## src/xor_div_pkg.sv

```systemverilog
package xor_div_pkg;

    localparam logic [7:0] OP_PREFIX_Y   = 8'h18;
    localparam logic [7:0] OP_XA_IMM     = 8'h88;
    localparam logic [7:0] OP_XA_DIR     = 8'h98;
    localparam logic [7:0] OP_XA_EXT     = 8'hB8;
    localparam logic [7:0] OP_XA_IDX     = 8'hA8;
    localparam logic [7:0] OP_XB_IMM     = 8'hC8;
    localparam logic [7:0] OP_XB_DIR     = 8'hD8;
    localparam logic [7:0] OP_XB_EXT     = 8'hF8;
    localparam logic [7:0] OP_XB_IDX     = 8'hE8;
    localparam logic [7:0] OP_INT_DIV    = 8'h02;
    localparam logic [7:0] OP_FRAC_DIV   = 8'h03;

    localparam logic [15:0] IDLE_ADDR    = 16'hFFFF;
    localparam logic [15:0] QUOT_SAT     = 16'hFFFF;
    localparam logic [15:0] ZERO_WORD    = 16'h0000;
    localparam logic [7:0]  DIRECT_PAGE  = 8'h00;

    // total cycles of a divide, counting the opcode fetch as cycle 1
    localparam int unsigned DIV_CYCLES   = 41;
    localparam logic [5:0]  DIV_LAST     = 6'(DIV_CYCLES);
    localparam logic [5:0]  DIV_STEP0    = 6'h03;
    localparam logic [5:0]  DIV_BITS     = 6'h10;

    typedef enum logic [3:0] {
        ST_FETCH  = 4'b0000,
        ST_OPND1  = 4'b0001,
        ST_OPND2  = 4'b0011,
        ST_DUMMY  = 4'b0010,
        ST_READ   = 4'b0110,
        ST_DIV    = 4'b0111,
        ST_PREFIX = 4'b0101
    } phase_e;

    typedef enum logic [2:0] {
        AM_IMM = 3'd0,
        AM_DIR = 3'd1,
        AM_EXT = 3'd2,
        AM_IDX = 3'd3,
        AM_IDY = 3'd4,
        AM_INH = 3'd5
    } amode_e;

    typedef struct packed {
        logic n;
        logic z;
        logic v;
        logic c;
    } flags_s;

    typedef struct packed {
        logic [15:0] addr;
        logic        rd;
    } mbus_s;

endpackage

```

## src/div_step.sv

```systemverilog
`timescale 1ns/10ps
// one restoring-division step: shift a numerator bit in, try subtract
module div_step
    import xor_div_pkg::*;
(
    input  wire logic [16:0] rem_in,
    input  wire logic        bit_in,
    input  wire logic [15:0] den,
    output logic      [16:0] rem_out,
    output logic             q_bit
);
    logic [17:0] trial;
    logic [17:0] diff;

    always_comb
    begin
        trial   = {rem_in, bit_in};
        diff    = trial - {2'b00, den};
        q_bit   = ~diff[17];
        rem_out = q_bit ? diff[16:0] : trial[16:0];
    end

endmodule

```

## src/xor_div_exec.sv

```systemverilog
`timescale 1ns/10ps
module xor_div_exec
    import xor_div_pkg::*;
(
    input  wire logic        clk_sys,
    input  wire logic        sys_rst,
    input  wire logic        start,
    input  wire logic [15:0] pc,
    input  wire logic [7:0]  rd_data,
    input  wire logic [7:0]  acc_a,
    input  wire logic [7:0]  acc_b,
    input  wire logic [15:0] index_register_x,
    input  wire logic [15:0] index_register_y,
    input  wire flags_s      flags_in,
    output mbus_s            bus,
    output logic             busy,
    output logic             done,
    output logic             wr_acc_a,
    output logic             wr_acc_b,
    output logic [7:0]       acc_result,
    output logic             wr_div,
    output logic [15:0]      quot_out,
    output logic [15:0]      rem_out,
    output flags_s           flags_out
);

    typedef struct packed {
        phase_e      ph;
        amode_e      am;
        logic        sel_b;
        logic        frac;
        logic        bad;
        logic [15:0] pc;
        logic [15:0] ea;
        logic [5:0]  cyc;
        logic [15:0] num;
        logic [16:0] rem;
        logic [15:0] quo;
        logic [15:0] den;
        logic        ovf;
        logic        dzero;
        mbus_s       bus;
        logic        done;
        logic        wr_a;
        logic        wr_b;
        logic        wr_div;
        logic [7:0]  accr;
        logic [15:0] qout;
        logic [15:0] rout;
        flags_s      fl;
    } state_s;

    state_s s_q;
    state_s s_d;

    logic [16:0] step_rem;
    logic        step_q;
    logic [7:0]  xor_res;
    logic [15:0] q_final;

    // numerator bits enter msb first; fraction mode feeds zeros after them
    div_step u_step (
        .rem_in  (s_q.rem),
        .bit_in  (s_q.num[15]),
        .den     (s_q.den),
        .rem_out (step_rem),
        .q_bit   (step_q)
    );

    always_comb
    begin
        xor_res = (s_q.sel_b ? acc_b : acc_a) ^ rd_data;
        q_final = s_q.bad ? QUOT_SAT : s_q.quo;
        s_d        = s_q;
        s_d.done   = 1'b0;
        s_d.wr_a   = 1'b0;
        s_d.wr_b   = 1'b0;
        s_d.wr_div = 1'b0;
        s_d.bus.rd = 1'b1;
        s_d.pc     = s_q.pc + 16'h0001;
        s_d.bus.addr = s_d.pc;
        unique case (s_q.ph)
            ST_FETCH:
            begin
                s_d.bus.rd = 1'b0;
                if (start)
                begin
                    // pc tracks the address on the bus; a stale Y prefix
                    // from the last instruction must not leak into this one
                    s_d.pc       = pc;
                    s_d.am       = AM_IMM;
                    s_d.bus.addr = pc;
                    s_d.bus.rd   = 1'b1;
                    s_d.ph       = ST_PREFIX;
                end
            end
            ST_PREFIX:
            begin
                // opcode byte is on rd_data now; next read is pc+1
                s_d.ph = ST_OPND1;
                s_d.am = AM_IMM;
                unique case (rd_data)
                    OP_XA_IMM: begin s_d.sel_b = 1'b0; s_d.am = AM_IMM; end
                    OP_XA_DIR: begin s_d.sel_b = 1'b0; s_d.am = AM_DIR; end
                    OP_XA_EXT: begin s_d.sel_b = 1'b0; s_d.am = AM_EXT; end
                    OP_XB_IMM: begin s_d.sel_b = 1'b1; s_d.am = AM_IMM; end
                    OP_XB_DIR: begin s_d.sel_b = 1'b1; s_d.am = AM_DIR; end
                    OP_XB_EXT: begin s_d.sel_b = 1'b1; s_d.am = AM_EXT; end
                    OP_XA_IDX:
                    begin
                        s_d.sel_b = 1'b0;
                        s_d.am = (s_q.am == AM_IDY) ? AM_IDY : AM_IDX;
                    end
                    OP_XB_IDX:
                    begin
                        s_d.sel_b = 1'b1;
                        s_d.am = (s_q.am == AM_IDY) ? AM_IDY : AM_IDX;
                    end
                    OP_PREFIX_Y:
                    begin
                        s_d.am = AM_IDY;
                        s_d.ph = ST_PREFIX;
                    end
                    OP_INT_DIV, OP_FRAC_DIV:
                    begin
                        s_d.am    = AM_INH;
                        s_d.frac  = (rd_data == OP_FRAC_DIV);
                        s_d.num   = {acc_a, acc_b};
                        s_d.den   = index_register_x;
                        s_d.rem   = 17'h0_0000;
                        s_d.quo   = ZERO_WORD;
                        s_d.dzero = (index_register_x == ZERO_WORD);
                        s_d.ovf   = index_register_x <= {acc_a, acc_b};
                        s_d.bad   = (rd_data == OP_FRAC_DIV)
                                  ? (index_register_x <= {acc_a, acc_b})
                                  : (index_register_x == ZERO_WORD);
                        s_d.cyc   = DIV_STEP0;
                        s_d.ph    = ST_OPND1;
                    end
                    default:
                    begin
                        // not ours: drop out without reading further
                        s_d.bus.rd = 1'b0;
                        s_d.ph     = ST_FETCH;
                    end
                endcase
                if (s_q.am == AM_IDY && rd_data == OP_PREFIX_Y)
                begin
                    s_d.bus.rd = 1'b0;
                    s_d.ph     = ST_FETCH;
                end
            end
            ST_OPND1:
            begin
                s_d.ea = {DIRECT_PAGE, rd_data};
                unique case (s_q.am)
                    AM_IMM:
                    begin
                        s_d.ph = ST_FETCH;
                        s_d.bus.rd = 1'b0;
                    end
                    AM_DIR:
                    begin
                        s_d.bus.addr = {DIRECT_PAGE, rd_data};
                        s_d.pc = s_q.pc;
                        s_d.ph = ST_READ;
                    end
                    AM_EXT:
                    begin
                        s_d.ea[15:8] = rd_data;
                        s_d.ph = ST_OPND2;
                    end
                    AM_IDX, AM_IDY:
                    begin
                        s_d.ea = ((s_q.am == AM_IDY) ? index_register_y
                                 : index_register_x) + {8'h00, rd_data};
                        s_d.bus.addr = IDLE_ADDR;
                        s_d.pc = s_q.pc;
                        s_d.ph = ST_DUMMY;
                    end
                    default:
                    begin
                        s_d.bus.addr = IDLE_ADDR;
                        s_d.pc = s_q.pc;
                        s_d.ph = ST_DIV;
                    end
                endcase
            end
            ST_OPND2:
            begin
                s_d.bus.addr = {s_q.ea[15:8], rd_data};
                s_d.pc = s_q.pc;
                s_d.ph = ST_READ;
            end
            ST_DUMMY:
            begin
                s_d.bus.addr = s_q.ea;
                s_d.pc = s_q.pc;
                s_d.ph = ST_READ;
            end
            ST_READ:
            begin
                s_d.pc = s_q.pc;
                s_d.bus.rd = 1'b0;
                s_d.ph = ST_FETCH;
            end
            ST_DIV:
            begin
                s_d.pc = s_q.pc;
                s_d.bus.addr = IDLE_ADDR;
                s_d.cyc = s_q.cyc + 6'h01;
                // 32 steps: 16 numerator bits then 16 zero bits
                // integer mode keeps only the first 16 steps' quotient
                if (s_q.cyc < DIV_STEP0 + DIV_BITS + DIV_BITS)
                begin
                    if (s_q.frac || s_q.cyc < DIV_STEP0 + DIV_BITS)
                    begin
                        s_d.rem = step_rem;
                        s_d.quo = {s_q.quo[14:0], step_q};
                        s_d.num = {s_q.num[14:0], 1'b0};
                    end
                end
                if (s_q.cyc == DIV_LAST)
                begin
                    s_d.bus.rd = 1'b0;
                    s_d.done   = 1'b1;
                    s_d.wr_div = 1'b1;
                    s_d.qout   = q_final;
                    s_d.rout   = s_q.rem[15:0];
                    s_d.fl.n   = flags_in.n;
                    s_d.fl.z   = (q_final == ZERO_WORD);
                    s_d.fl.v   = s_q.frac & s_q.ovf;
                    s_d.fl.c   = s_q.dzero;
                    s_d.ph     = ST_FETCH;
                end
            end
            default:
            begin
                s_d.ph = ST_FETCH;
                s_d.bus.rd = 1'b0;
            end
        endcase
        // immediate data stands on rd_data in the operand cycle itself
        if (s_q.ph == ST_READ || (s_q.ph == ST_OPND1 && s_q.am == AM_IMM))
        begin
            s_d.done = 1'b1;
            s_d.wr_a = ~s_q.sel_b;
            s_d.wr_b = s_q.sel_b;
            s_d.accr = xor_res;
            s_d.fl.n = xor_res[7];
            s_d.fl.z = (xor_res == 8'h00);
            s_d.fl.v = 1'b0;
            s_d.fl.c = flags_in.c;
        end
    end

    always_ff @(posedge clk_sys or posedge sys_rst)
    begin
        if (sys_rst)
        begin
            s_q <= '0;
            s_q.ph <= ST_FETCH;
            s_q.am <= AM_IMM;
        end
        else
        begin
            s_q <= s_d;
        end
    end

    assign bus        = s_q.bus;
    assign busy       = (s_q.ph != ST_FETCH);
    assign done       = s_q.done;
    assign wr_acc_a   = s_q.wr_a;
    assign wr_acc_b   = s_q.wr_b;
    assign acc_result = s_q.accr;
    assign wr_div     = s_q.wr_div;
    assign quot_out   = s_q.qout;
    assign rem_out    = s_q.rout;
    assign flags_out  = s_q.fl;

    ////////////////////////////////////////////////////////////////////////////
    // checks

    sat_quot_a: assert property (@(posedge clk_sys) disable iff (sys_rst)
        wr_div && flags_out.v |-> quot_out == QUOT_SAT)
        else $error("saturated quotient expected");
    zero_flag_a: assert property (@(posedge clk_sys) disable iff (sys_rst)
        wr_div |-> flags_out.z == (quot_out == ZERO_WORD))
        else $error("zero flag disagrees with quotient");
    carry_zero_a: assert property (@(posedge clk_sys) disable iff (sys_rst)
        wr_div && flags_out.c |-> quot_out == QUOT_SAT)
        else $error("zero divide must saturate");
    div_length_a: assert property (@(posedge clk_sys) disable iff (sys_rst)
        s_q.ph == ST_DIV && s_q.cyc == DIV_STEP0 |-> ##39 wr_div)
        else $error("divide length wrong");
    idle_addr_a: assert property (@(posedge clk_sys) disable iff (sys_rst)
        s_q.ph == ST_DIV |-> bus.addr == IDLE_ADDR && bus.rd)
        else $error("divide must idle on FFFF");
    xor_flags_a: assert property (@(posedge clk_sys) disable iff (sys_rst)
        (wr_acc_a || wr_acc_b) |-> !flags_out.v
        && flags_out.n == acc_result[7])
        else $error("xor flags wrong");
    idx_dummy_a: assert property (@(posedge clk_sys) disable iff (sys_rst)
        s_q.ph == ST_DUMMY |-> bus.addr == IDLE_ADDR
        ##1 bus.addr == $past(s_q.ea))
        else $error("indexed dummy read missing");
    int_ovf_a: assert property (@(posedge clk_sys) disable iff (sys_rst)
        wr_div && !$past(s_q.frac) |-> !flags_out.v)
        else $error("integer divide must clear overflow");

endmodule

```

## config.mk

```make
export PLATFORM = sky130hd
export DESIGN_NAME = xor_div_exec
export DESIGN_NICKNAME = d
export VERILOG_FILES = /design/src/xor_div_pkg.sv /design/src/div_step.sv /design/src/xor_div_exec.sv
export SDC_FILE = /design/constraint.sdc
export NUM_CORES = 1
export LEC_CHECK = 0
export ABC_AREA = 0
export BUFFER_PORTS_ARGS = -buffer_cell sky130_fd_sc_hd__clkbuf_2
export CORE_MARGIN = 3
export CORE_UTILIZATION = 50
export CTS_BUF_LIST = sky130_fd_sc_hd__clkbuf_16
export CTS_CLUSTER_SIZE = 10
export DETAILED_ROUTE_END_ITERATION = 12
export PLACE_DENSITY_LB_ADDON = 0.05
export SETUP_SLACK_MARGIN = 0.3
export SLEW_MARGIN = 20
export SYNTH_ARGS = -nofsm -noshare
export SYNTH_HDL_FRONTEND = slang
export SYNTH_HIERARCHICAL = 1
export SYNTH_SLANG_ARGS = --single-unit
```

## constraint.sdc

```tcl
create_clock -name clk_sys -period 10.17 [get_ports clk_sys]
set_clock_uncertainty 0.2 [all_clocks]
set_input_delay 2.034 -clock clk_sys [delete_from_list [all_inputs] [get_ports clk_sys]]
set_output_delay 2.034 -clock clk_sys [all_outputs]
set_load 0.02 [all_outputs]
```

# After elaboration in Yosys (flattened, before gate mapping)

Index checks and enable logic that the tools add are counted.

Add/subtract/negate cells: 4
$mul: 0
Div/mod/pow operators: 0
Order comparisons: 3
Equality and inequality tests: 28
Shift operators: 0
Multiplexer cells: 39
Bitwise logic cells: 5
Reductions and logical operators: 36

Operators with widths:

| kind                                                            | count |
|---|---|
| 55-bit case mux with 2 select lines                             | 1 |
| 49-bit 2-to-1 mux                                               | 2 |
| 16-bit case mux with 5 select lines                             | 1 |
| 73-bit 2-to-1 mux                                               | 1 |
| 8-bit == test, second input constant                            | 8 |
| 16-bit 2-to-1 mux                                               | 4 |
| 16-bit case mux with 3 select lines                             | 1 |
| 17-bit 2-to-1 mux                                               | 2 |
| 16-bit zero test                                                | 2 |
| 16-bit case mux with 2 select lines                             | 1 |
| 4-bit case mux with 5 select lines                              | 1 |
| 18-bit by 16-bit subtractor with 18-bit output                  | 1 |
| 16-bit by 1-bit adder with 16-bit output, second input constant | 1 |
| 16-bit by 8-bit adder with 16-bit output                        | 1 |
| 8-bit by 2-bit == test with 1-bit output, second input constant | 2 |
| 16-bit less-or-equal comparator                                 | 1 |
| 4-bit 2-to-1 mux                                                | 4 |
| 8-bit 2-to-1 mux                                                | 2 |
| 8-bit case mux with 2 select lines                              | 1 |
| 2-bit AND reduction                                             | 8 |
| 3-bit case mux with 5 select lines                              | 1 |
| 2-bit OR reduction                                              | 7 |
| 4-bit by 3-bit == test with 1-bit output, second input constant | 3 |
| 3-bit case mux with 2 select lines                              | 2 |
| 33 further kinds                                                | 57 |

Flip-flop bits (word level): 180
Latch bits: 0
Bits in writable memories: 0
Bits in read-only memories: 0
Input port bits: 79
Output and inout port bits: 66
Memories kept: 0

# Depth between registers and ports, before layout

Gate-level depths: netlist (run 1).

Depth after elaboration: 5
Depth in mapped cells: 15
Gate-level depth less buffers: 12

# Hierarchy

The synthesis (run 1) kept the hierarchy.

By module, submodules not included:

| module       | instances | cells each | area each (sq um) |
|---|---|---|---|
| xor_div_exec | 1         | 1210       | 10112.2 |
| div_step     | 1         | 148        | 1151.1 |

# Least setup slack after synthesis (run 1)

OpenSTA, ideal clock, no wires.

Kind: in2reg
From: input index_register_x[0]
To: register s_q[148] in the netlist's numbering
Arrival: 3826 ps
Path slack: 6028 ps
Cell stages on the path: 11
Path buffers: 0
Cells stage by stage: inv_1 o21ai_0 ha_1 inv_1 fa_1 nor2b_1 o2111ai_1 a21oi_1 o211ai_1 xor2_1 o311ai_0

Longest elaborated chain between the ends: 3

Ends and longest elaborated chain:

| element                                  | line                | source |
|---|---|---|
| start: declaration                       | xor_div_exec.sv:12  | `input wire logic [15:0] index_register_x,` |
| 16-bit 2-to-1 mux                        | xor_div_exec.sv:175 | `s_d.ea = ((s_q.am == AM_IDY) ? index_register_y` |
| 16-bit by 8-bit adder with 16-bit output | xor_div_exec.sv:176 | `: index_register_x) + {8'h00, rd_data};` |
| 8-bit case mux with 2 select lines       | xor_div_exec.sv:156 | `unique case (s_q.am)` |
| end: declaration                         | xor_div_exec.sv:53  | `state_s s_q;` |

Every way passes these cells.
A chain may end at the register's enable or synchronous reset.

# Worst setup path in the final report (run 1)

From: input rd_data[7]
To: register s_q[129] in the netlist's numbering

Longest elaborated chain between the ends: 4
Elaborated cells on any way between the ends: 5

Ends and longest elaborated chain:

| element                                                               | line                | source |
|---|---|---|
| start: declaration                                                    | xor_div_exec.sv:9   | `input wire logic [7:0] rd_data,` |
| 8-bit by 2-bit == test with 1-bit output                              | xor_div_exec.sv:102 | `unique case (rd_data)` |
| 2-bit OR reduction (*)                                                | n/a                 |  |
| 2-bit by 1-bit inequality test with 1-bit output (no source line) (*) | n/a                 |  |
| 4-bit AND reduction (no source line) (*)                              | n/a                 |  |

Mark *: on every way between the ends. The rest lies on a longest branch, timed or not.

==> impl_metrics.yaml, run 1 <==
outcome:
  status: "completed"
logic_synthesis:
  synth_edf_count: 0
  yosysWarnings: 6
  async_flop_share: 1.00
  muxShareOfSynthArea: 0.0393
  synth-compound-area-share: 0.162
  ys_seq_area_frac: 0.398
  ys_types: 75
  syn-num-nets: 1482
  syn_area_per_cell_sq_um: 8.29
  synth_xor_xnor_area_share: 0.0413
  ys_ff_latch: 179
  synth_flop_cell: "dfrtp_1"
  netlist_area_sq_mm: 0.0113
  synthSimpleGateAreaFrac: 0.220
  synth_top_family_by_area: "simple AND/OR/NAND/NOR gates"
  synthAdderAreaFrac: 0.0513
  syn-instance-count: 1358
placed_design:
  io_buffer_count: 142
  gp_congestion: 0.882
  dp_worst_setup_slack_ns: 4.75
  hpwl_microns: 21700
cells_and_area:
  final_common_cell: "nand2_1"
  regArea_sq_mm: 0.00448
  fillerInstances: 2116
  final_cell_mix: "nand2_1, dfrtp_1, clkbuf_2, o21ai_0, nor2_1"
  n_antenna_cell: 0
  final_nets: 1517
  synthToLayoutAreaGrowth_pct: 8.19
  drive_gt1_frac: 0.154
  multi_input_area_sq_mm: 0.00581
worst_setup_path:
  path_class: "primary input to flip-flop"
  critPathMaxStageDelay_ns: 0.81
  worstSetupEndpointType: "flip-flop"
  crit_chain: "clkbuf_2 > or3b_1 > nor3_4 > and2_1 > or2_1 > a31oi_1"
  cp_max_fo: 31
  crit_family: "simple AND/OR/NAND/NOR gates"
  worstPathRequired_ns: 10.22
  crit_buf_inv: 1
  critPathSlowestCell: "or2_1"
  worstPathArrival_ns: 5.04
  worst_setup_path_start_kind: "primary input"
timing:
  whs_ns: 0.267
  slew_headroom: 0.295
  tightest_slew_ns: 1.05
  fmax_mhz: 200
  period_minus_slack_ns: 4.99
  worst_slack_ns: 5.18
  hold_viol_final: 0
  grt_setup_unrepaired: "false"
  finalMaxSlewViolations: 0
  min_period_over_period: 0.491
  setup_viol: 0
  tns_ns: 0
grt:
  grt_max_degree: 105
  grt_pass1_wl_microns: 48200
  grt_overflow_total: 0
  grt_usage: 0.247
  antenna_found_initial: 0
  grt_pass1_vias: 9053
cts:
  htree_levels: 4
  postCtsHoldBufs: 0
  cts_tree: "done"
  cts_sinks: 179
  clk_pin_slew_ns: 0.07
  cts_max_path_buffers: 2
  clkLatencyLatePin_ns: 0.44
  cts_inserted_buffers: 17
  postCtsSetupRepairBufs: 0
  cts-root-buf: "clkbuf_16"
  post_cts_resized: 0
routing:
  wl_microns: 29900
  drt_iter0_drc: 654
  drt-pass1-iter-count: 6
  drcViolationCount: 0
  ant_nets: 0
  vias: 9578
  wl_per_cell_microns: 17.7
  viasPerCell: 5.68
power:
  p_sw_mw: 1.14
  vdd_drop_max_mv: 0.137
  power_frac_comb: 0.377
  pwr-share-seq: 0.392
  leakage_nw: 5.65
  p_sw_frac: 0.404
  finalPower_mw: 2.81
  powerDensity_mw_per_mm2: 231
  internal-power_mw: 1.68
  pwr-share-clk: 0.231
die:
  dieArea_sq_mm: 0.0244
  core_area_sq_mm: 0.0220
  rows: 54
  fp.dieW_microns: 156
  io_pins: 145
  die_y_microns: 156
  start_util: 0.513
min_path:
  hp-class: "flip-flop to flip-flop"
job:
  cap_violations: 0
[tightest hold or removal path, delay by kind of cell, from the launching register on]
kind,cells,cell delay (ns)
flip-flops,1,0.34
AND/OR/NAND/NOR,2,0.10
[stage by stage]
stage                util  instance area [sq um]  cells
floorplan               -                  11300   1358
global placement    0.528                  11600   1654
detailed placement  0.528                  11600   1654
CTS                 0.554                  12200   1686
global route        0.555                  12200   1686
finish              0.555                  12200   1686
[power by group through the flow]
| stage | Clock [mW] | Combinational, mW | Sequential [mW] |
|---|---|---|---|
| 2_1_floorplan | 0 | 0.905 | 1.04 |
| 3_3_place_gp | 0 | 1.04 | 1.11 |
| 3_5_place_dp | 0 | 1.06 | 1.11 |
| 4_1_cts | 0.663 | 1.06 | 1.10 |
| 5_1_grt | 0.695 | 1.19 | 1.13 |
| 6_report | 0.650 | 1.06 | 1.10 |
[sequential cells by signal, indices dropped and copies added (netlist names)]
signal	flops
bus	17
wr_acc_b	1
done	1
s_q	114
flags_out	4
acc_result	8
wr_div	1
wr_acc_a	1
rem_out	16
quot_out	16
[cell usage after synthesis, types with 21 or more instances]
cell type | number | area share
o21ai_0 | 118 | 0.052
clkbuf_1 | 55 | 0.018
ha_1 | 43 | 0.048
nand2_1 | 299 | 0.10
nor2_1 | 103 | 0.034
a21oi_1 | 61 | 0.027
xnor2_1 | 31 | 0.024
mux2i_1 | 24 | 0.021
a22oi_1 | 21 | 0.014
a31oi_1 | 21 | 0.012
dfrtp_1 | 179 | 0.40
inv_1 | 47 | 0.016
buf_4 | 65 | 0.043
nand3_1 | 44 | 0.020
nor3_1 | 27 | 0.012
[worst paths after layout]
path                                     end         from  depth (start not counted)  slack [ns]
min in group asynchronous       quot_out[12]      sys_rst                          2        1.61
worst min register to register   quot_out[1]  quot_out[1]                          2        0.27
worst max register to register  flags_out[3]     s_q[176]                          5        6.17
worst min-delay path             quot_out[1]  quot_out[1]                          2        0.27
worst max-delay path                s_q[129]   rd_data[7]                          6        5.18
max in group asynchronous           s_q[118]      sys_rst                          3        6.60
[area by class of cell]
cell class / instances / share of cell area
flip-flops and latches: 179 / 0.368
clock buffers: 17 / 0.0349
multi-input cells: 995 / 0.477
well taps: 280 / 0.0288
clock inverters: 15 / 0.0121
repair buffers: 152 / 0.0645
inverters: 48 / 0.0152
[layer usage]
layer	up-vias	global-route usage	routed length, microns
li1	4717	-	-
met1	4542	0.332	13200
met2	264	0.406	14400
met3	55	0.0369	1440
met4	0	0.0905	883
met5	-	0	0
[cells by family after synthesis]
family,Yosys count
AOI/OAI and AO/OA,298
xor gates and xnor gates,51
adders and majority gates,45
buffers and inverters,184
DFF,179
muxes,40
and+or+nand+nor,561
No activity file was read; power rests on OpenSTA's default activity.
==> run 2, diff against run 1 <==
- clock period: 10.17 -> 5 ns (I/O delays scaled with it)
==> run 2 against run 1 <==
Sequential share of layout area is 0.31 points lower. Sequential power is 110% higher. Worst setup slack worse by 3.7 ns. Non-clock buffer count is 8 higher. Worst hold slack better by 0.0027 ns. Highest routed layer unchanged. Critical path depth is 4 higher. Combinational power is 99% higher. Power is 100% higher. Critical path type is now flip-flop to flip-flop.
==> impl_metrics.yaml, run 2 (synthesis results as in run 1) <==
routing:
  drcViolationCount: 0
  wl_per_cell_microns: 17.5
  wl_microns: 29700
  vias: 9582
  viasPerCell: 5.66
  drt-pass1-iter-count: 6
  drt_iter0_drc: 691
  ant_nets: 0
grt:
  grt_max_degree: 68
  grt_usage: 0.244
  grt_pass1_vias: 9122
  grt_overflow_total: 0
  grt_pass1_wl_microns: 47800
  antenna_found_initial: 0
timing:
  setup_viol: 0
  period_minus_slack_ns: 3.51
  tightest_slew_ns: 1.01
  tns_ns: 0
  grt_setup_unrepaired: "false"
  hold_viol_final: 0
  slew_headroom: 0.328
  fmax_mhz: 285
  min_period_over_period: 0.703
  finalMaxSlewViolations: 0
worst_setup_path:
  worstSetupEndpointType: "flip-flop"
  worstPathArrival_ns: 3.62
  worst_setup_path_start_kind: "flip-flop"
  worstPathRequired_ns: 5.11
  cp_max_fo: 16
  path_class: "flip-flop to flip-flop"
  worstRegToRegCells: 10
die:
  fp.dieW_microns: 156
  start_util: 0.513
  rows: 54
  io_pins: 145
  die_y_microns: 156
  core_area_sq_mm: 0.0220
  dieArea_sq_mm: 0.0244
cells_and_area:
  drive_gt1_frac: 0.158
  fillerInstances: 2119
  largest_reg_flops: 114
  largest-register: "s_q"
  synthToLayoutAreaGrowth_pct: 9.12
  final_cells: 1694
  final_nets: 1525
  utilization: 0.560
  final_common_cell: "nand2_1"
  n_antenna_cell: 0
  final_cell_mix: "nand2_1, dfrtp_1, clkbuf_2, o21ai_0, nor2_1"
placed_design:
  gp_congestion: 0.885
  hpwl_microns: 22000
  io_buffer_count: 142
  dp_cells: 1662
power:
  p_sw_frac: 0.405
  pwr-share-clk: 0.236
  finalPower_mw: 5.75
  p_sw_mw: 2.33
  internal-power_mw: 3.42
  powerDensity_mw_per_mm2: 468
  vdd_drop_max_mv: 0.234
  leakage_nw: 5.71
  pwr-share-seq: 0.398
  power_frac_comb: 0.366
cts:
  postCtsHoldBufs: 0
  cts-root-buf: "clkbuf_16"
  cts_inserted_buffers: 17
  postCtsSetupRepairBufs: 0
  cts_tree: "done"
  cts_sinks: 179
  clkLatencyLatePin_ns: 0.43
  htree_levels: 4
  post_cts_resized: 0
  cts_max_path_buffers: 2
  clk_pin_slew_ns: 0.08
job:
  cap_violations: 0
outcome:
  status: "completed"
min_path:
  min_path_cells: 2
  hp-class: "flip-flop to flip-flop"
run 2: area by class of cell:
| cell class | instances | area [sq um] | area share |
|---|---|---|---|
| Clock buffer | 17 | 425 | 0.0346 |
| Clock inverter | 15 | 170 | 0.0138 |
| Inverter | 48 | 184 | 0.0150 |
| Multi-Input combinational cell | 995 | 5800 | 0.472 |
| Sequential cell | 179 | 4480 | 0.364 |
| Tap cell | 280 | 350 | 0.0285 |
| Timing Repair Buffer | 160 | 883 | 0.0719 |
run 2: metal layers:
| metal | wire [microns] | GRT usage | vias up | part of all wire |
|---|---|---|---|---|
| li1 | - | - | 4712 | - |
| met1 | 13100 | 0.327 | 4546 | 0.44 |
| met2 | 14400 | 0.406 | 278 | 0.48 |
| met3 | 1430 | 0.0347 | 46 | 0.048 |
| met4 | 780 | 0.0817 | 0 | 0.026 |
| met5 | 0 | 0 | - | 0 |
run 2: power groups by stage:
stage | Sequential (mW) | Clock (mW) | Combinational (mW)
3_3_place_gp | 2.31 | 0 | 2.07
3_5_place_dp | 2.31 | 0 | 2.11
6_report | 2.29 | 1.36 | 2.11
5_1_grt | 2.35 | 1.44 | 2.37
4_1_cts | 2.29 | 1.39 | 2.11
2_1_floorplan | 2.12 | 0 | 1.84
run 2: final timing paths:
| path | from | slack, ns | endpoint |
|---|---|---|---|
| setup / recovery | s_q[175] | 1.49 | s_q[147] |
| hold / removal | quot_out[2] | 0.27 | quot_out[2] |
| setup reg to reg | s_q[175] | 1.49 | s_q[147] |
| hold reg to reg | quot_out[2] | 0.27 | quot_out[2] |
| max in group asynchronous | sys_rst | 3.45 | s_q[146] |
| min in group asynchronous | sys_rst | 0.41 | s_q[167] |
run 2: critical path: stages (launching register included):
cell and delay (ns):
dfrtp_1 0.58, or3b_2 0.68, nand2_1 0.15, nand2_1 0.06
ha_1 0.33, a21o_1 0.21, a31o_2 0.22, o32ai_1 0.51
nor2_1 0.12, xor2_1 0.21, o21ai_0 0.11
run 2: stage by stage:
stage | hold slack, ns | setup WS [ns] | cell area (sq um)
3_5_place_dp | 0.259 | 1.19 | 11700
2_1_floorplan | 0.240 | 1.44 | 11300
5_1_grt | 0.298 | 1.20 | 12300
3_3_place_gp | 0.258 | 1.24 | 11700
4_1_cts | 0.275 | 1.48 | 12300
6_report | 0.269 | 1.49 | 12300
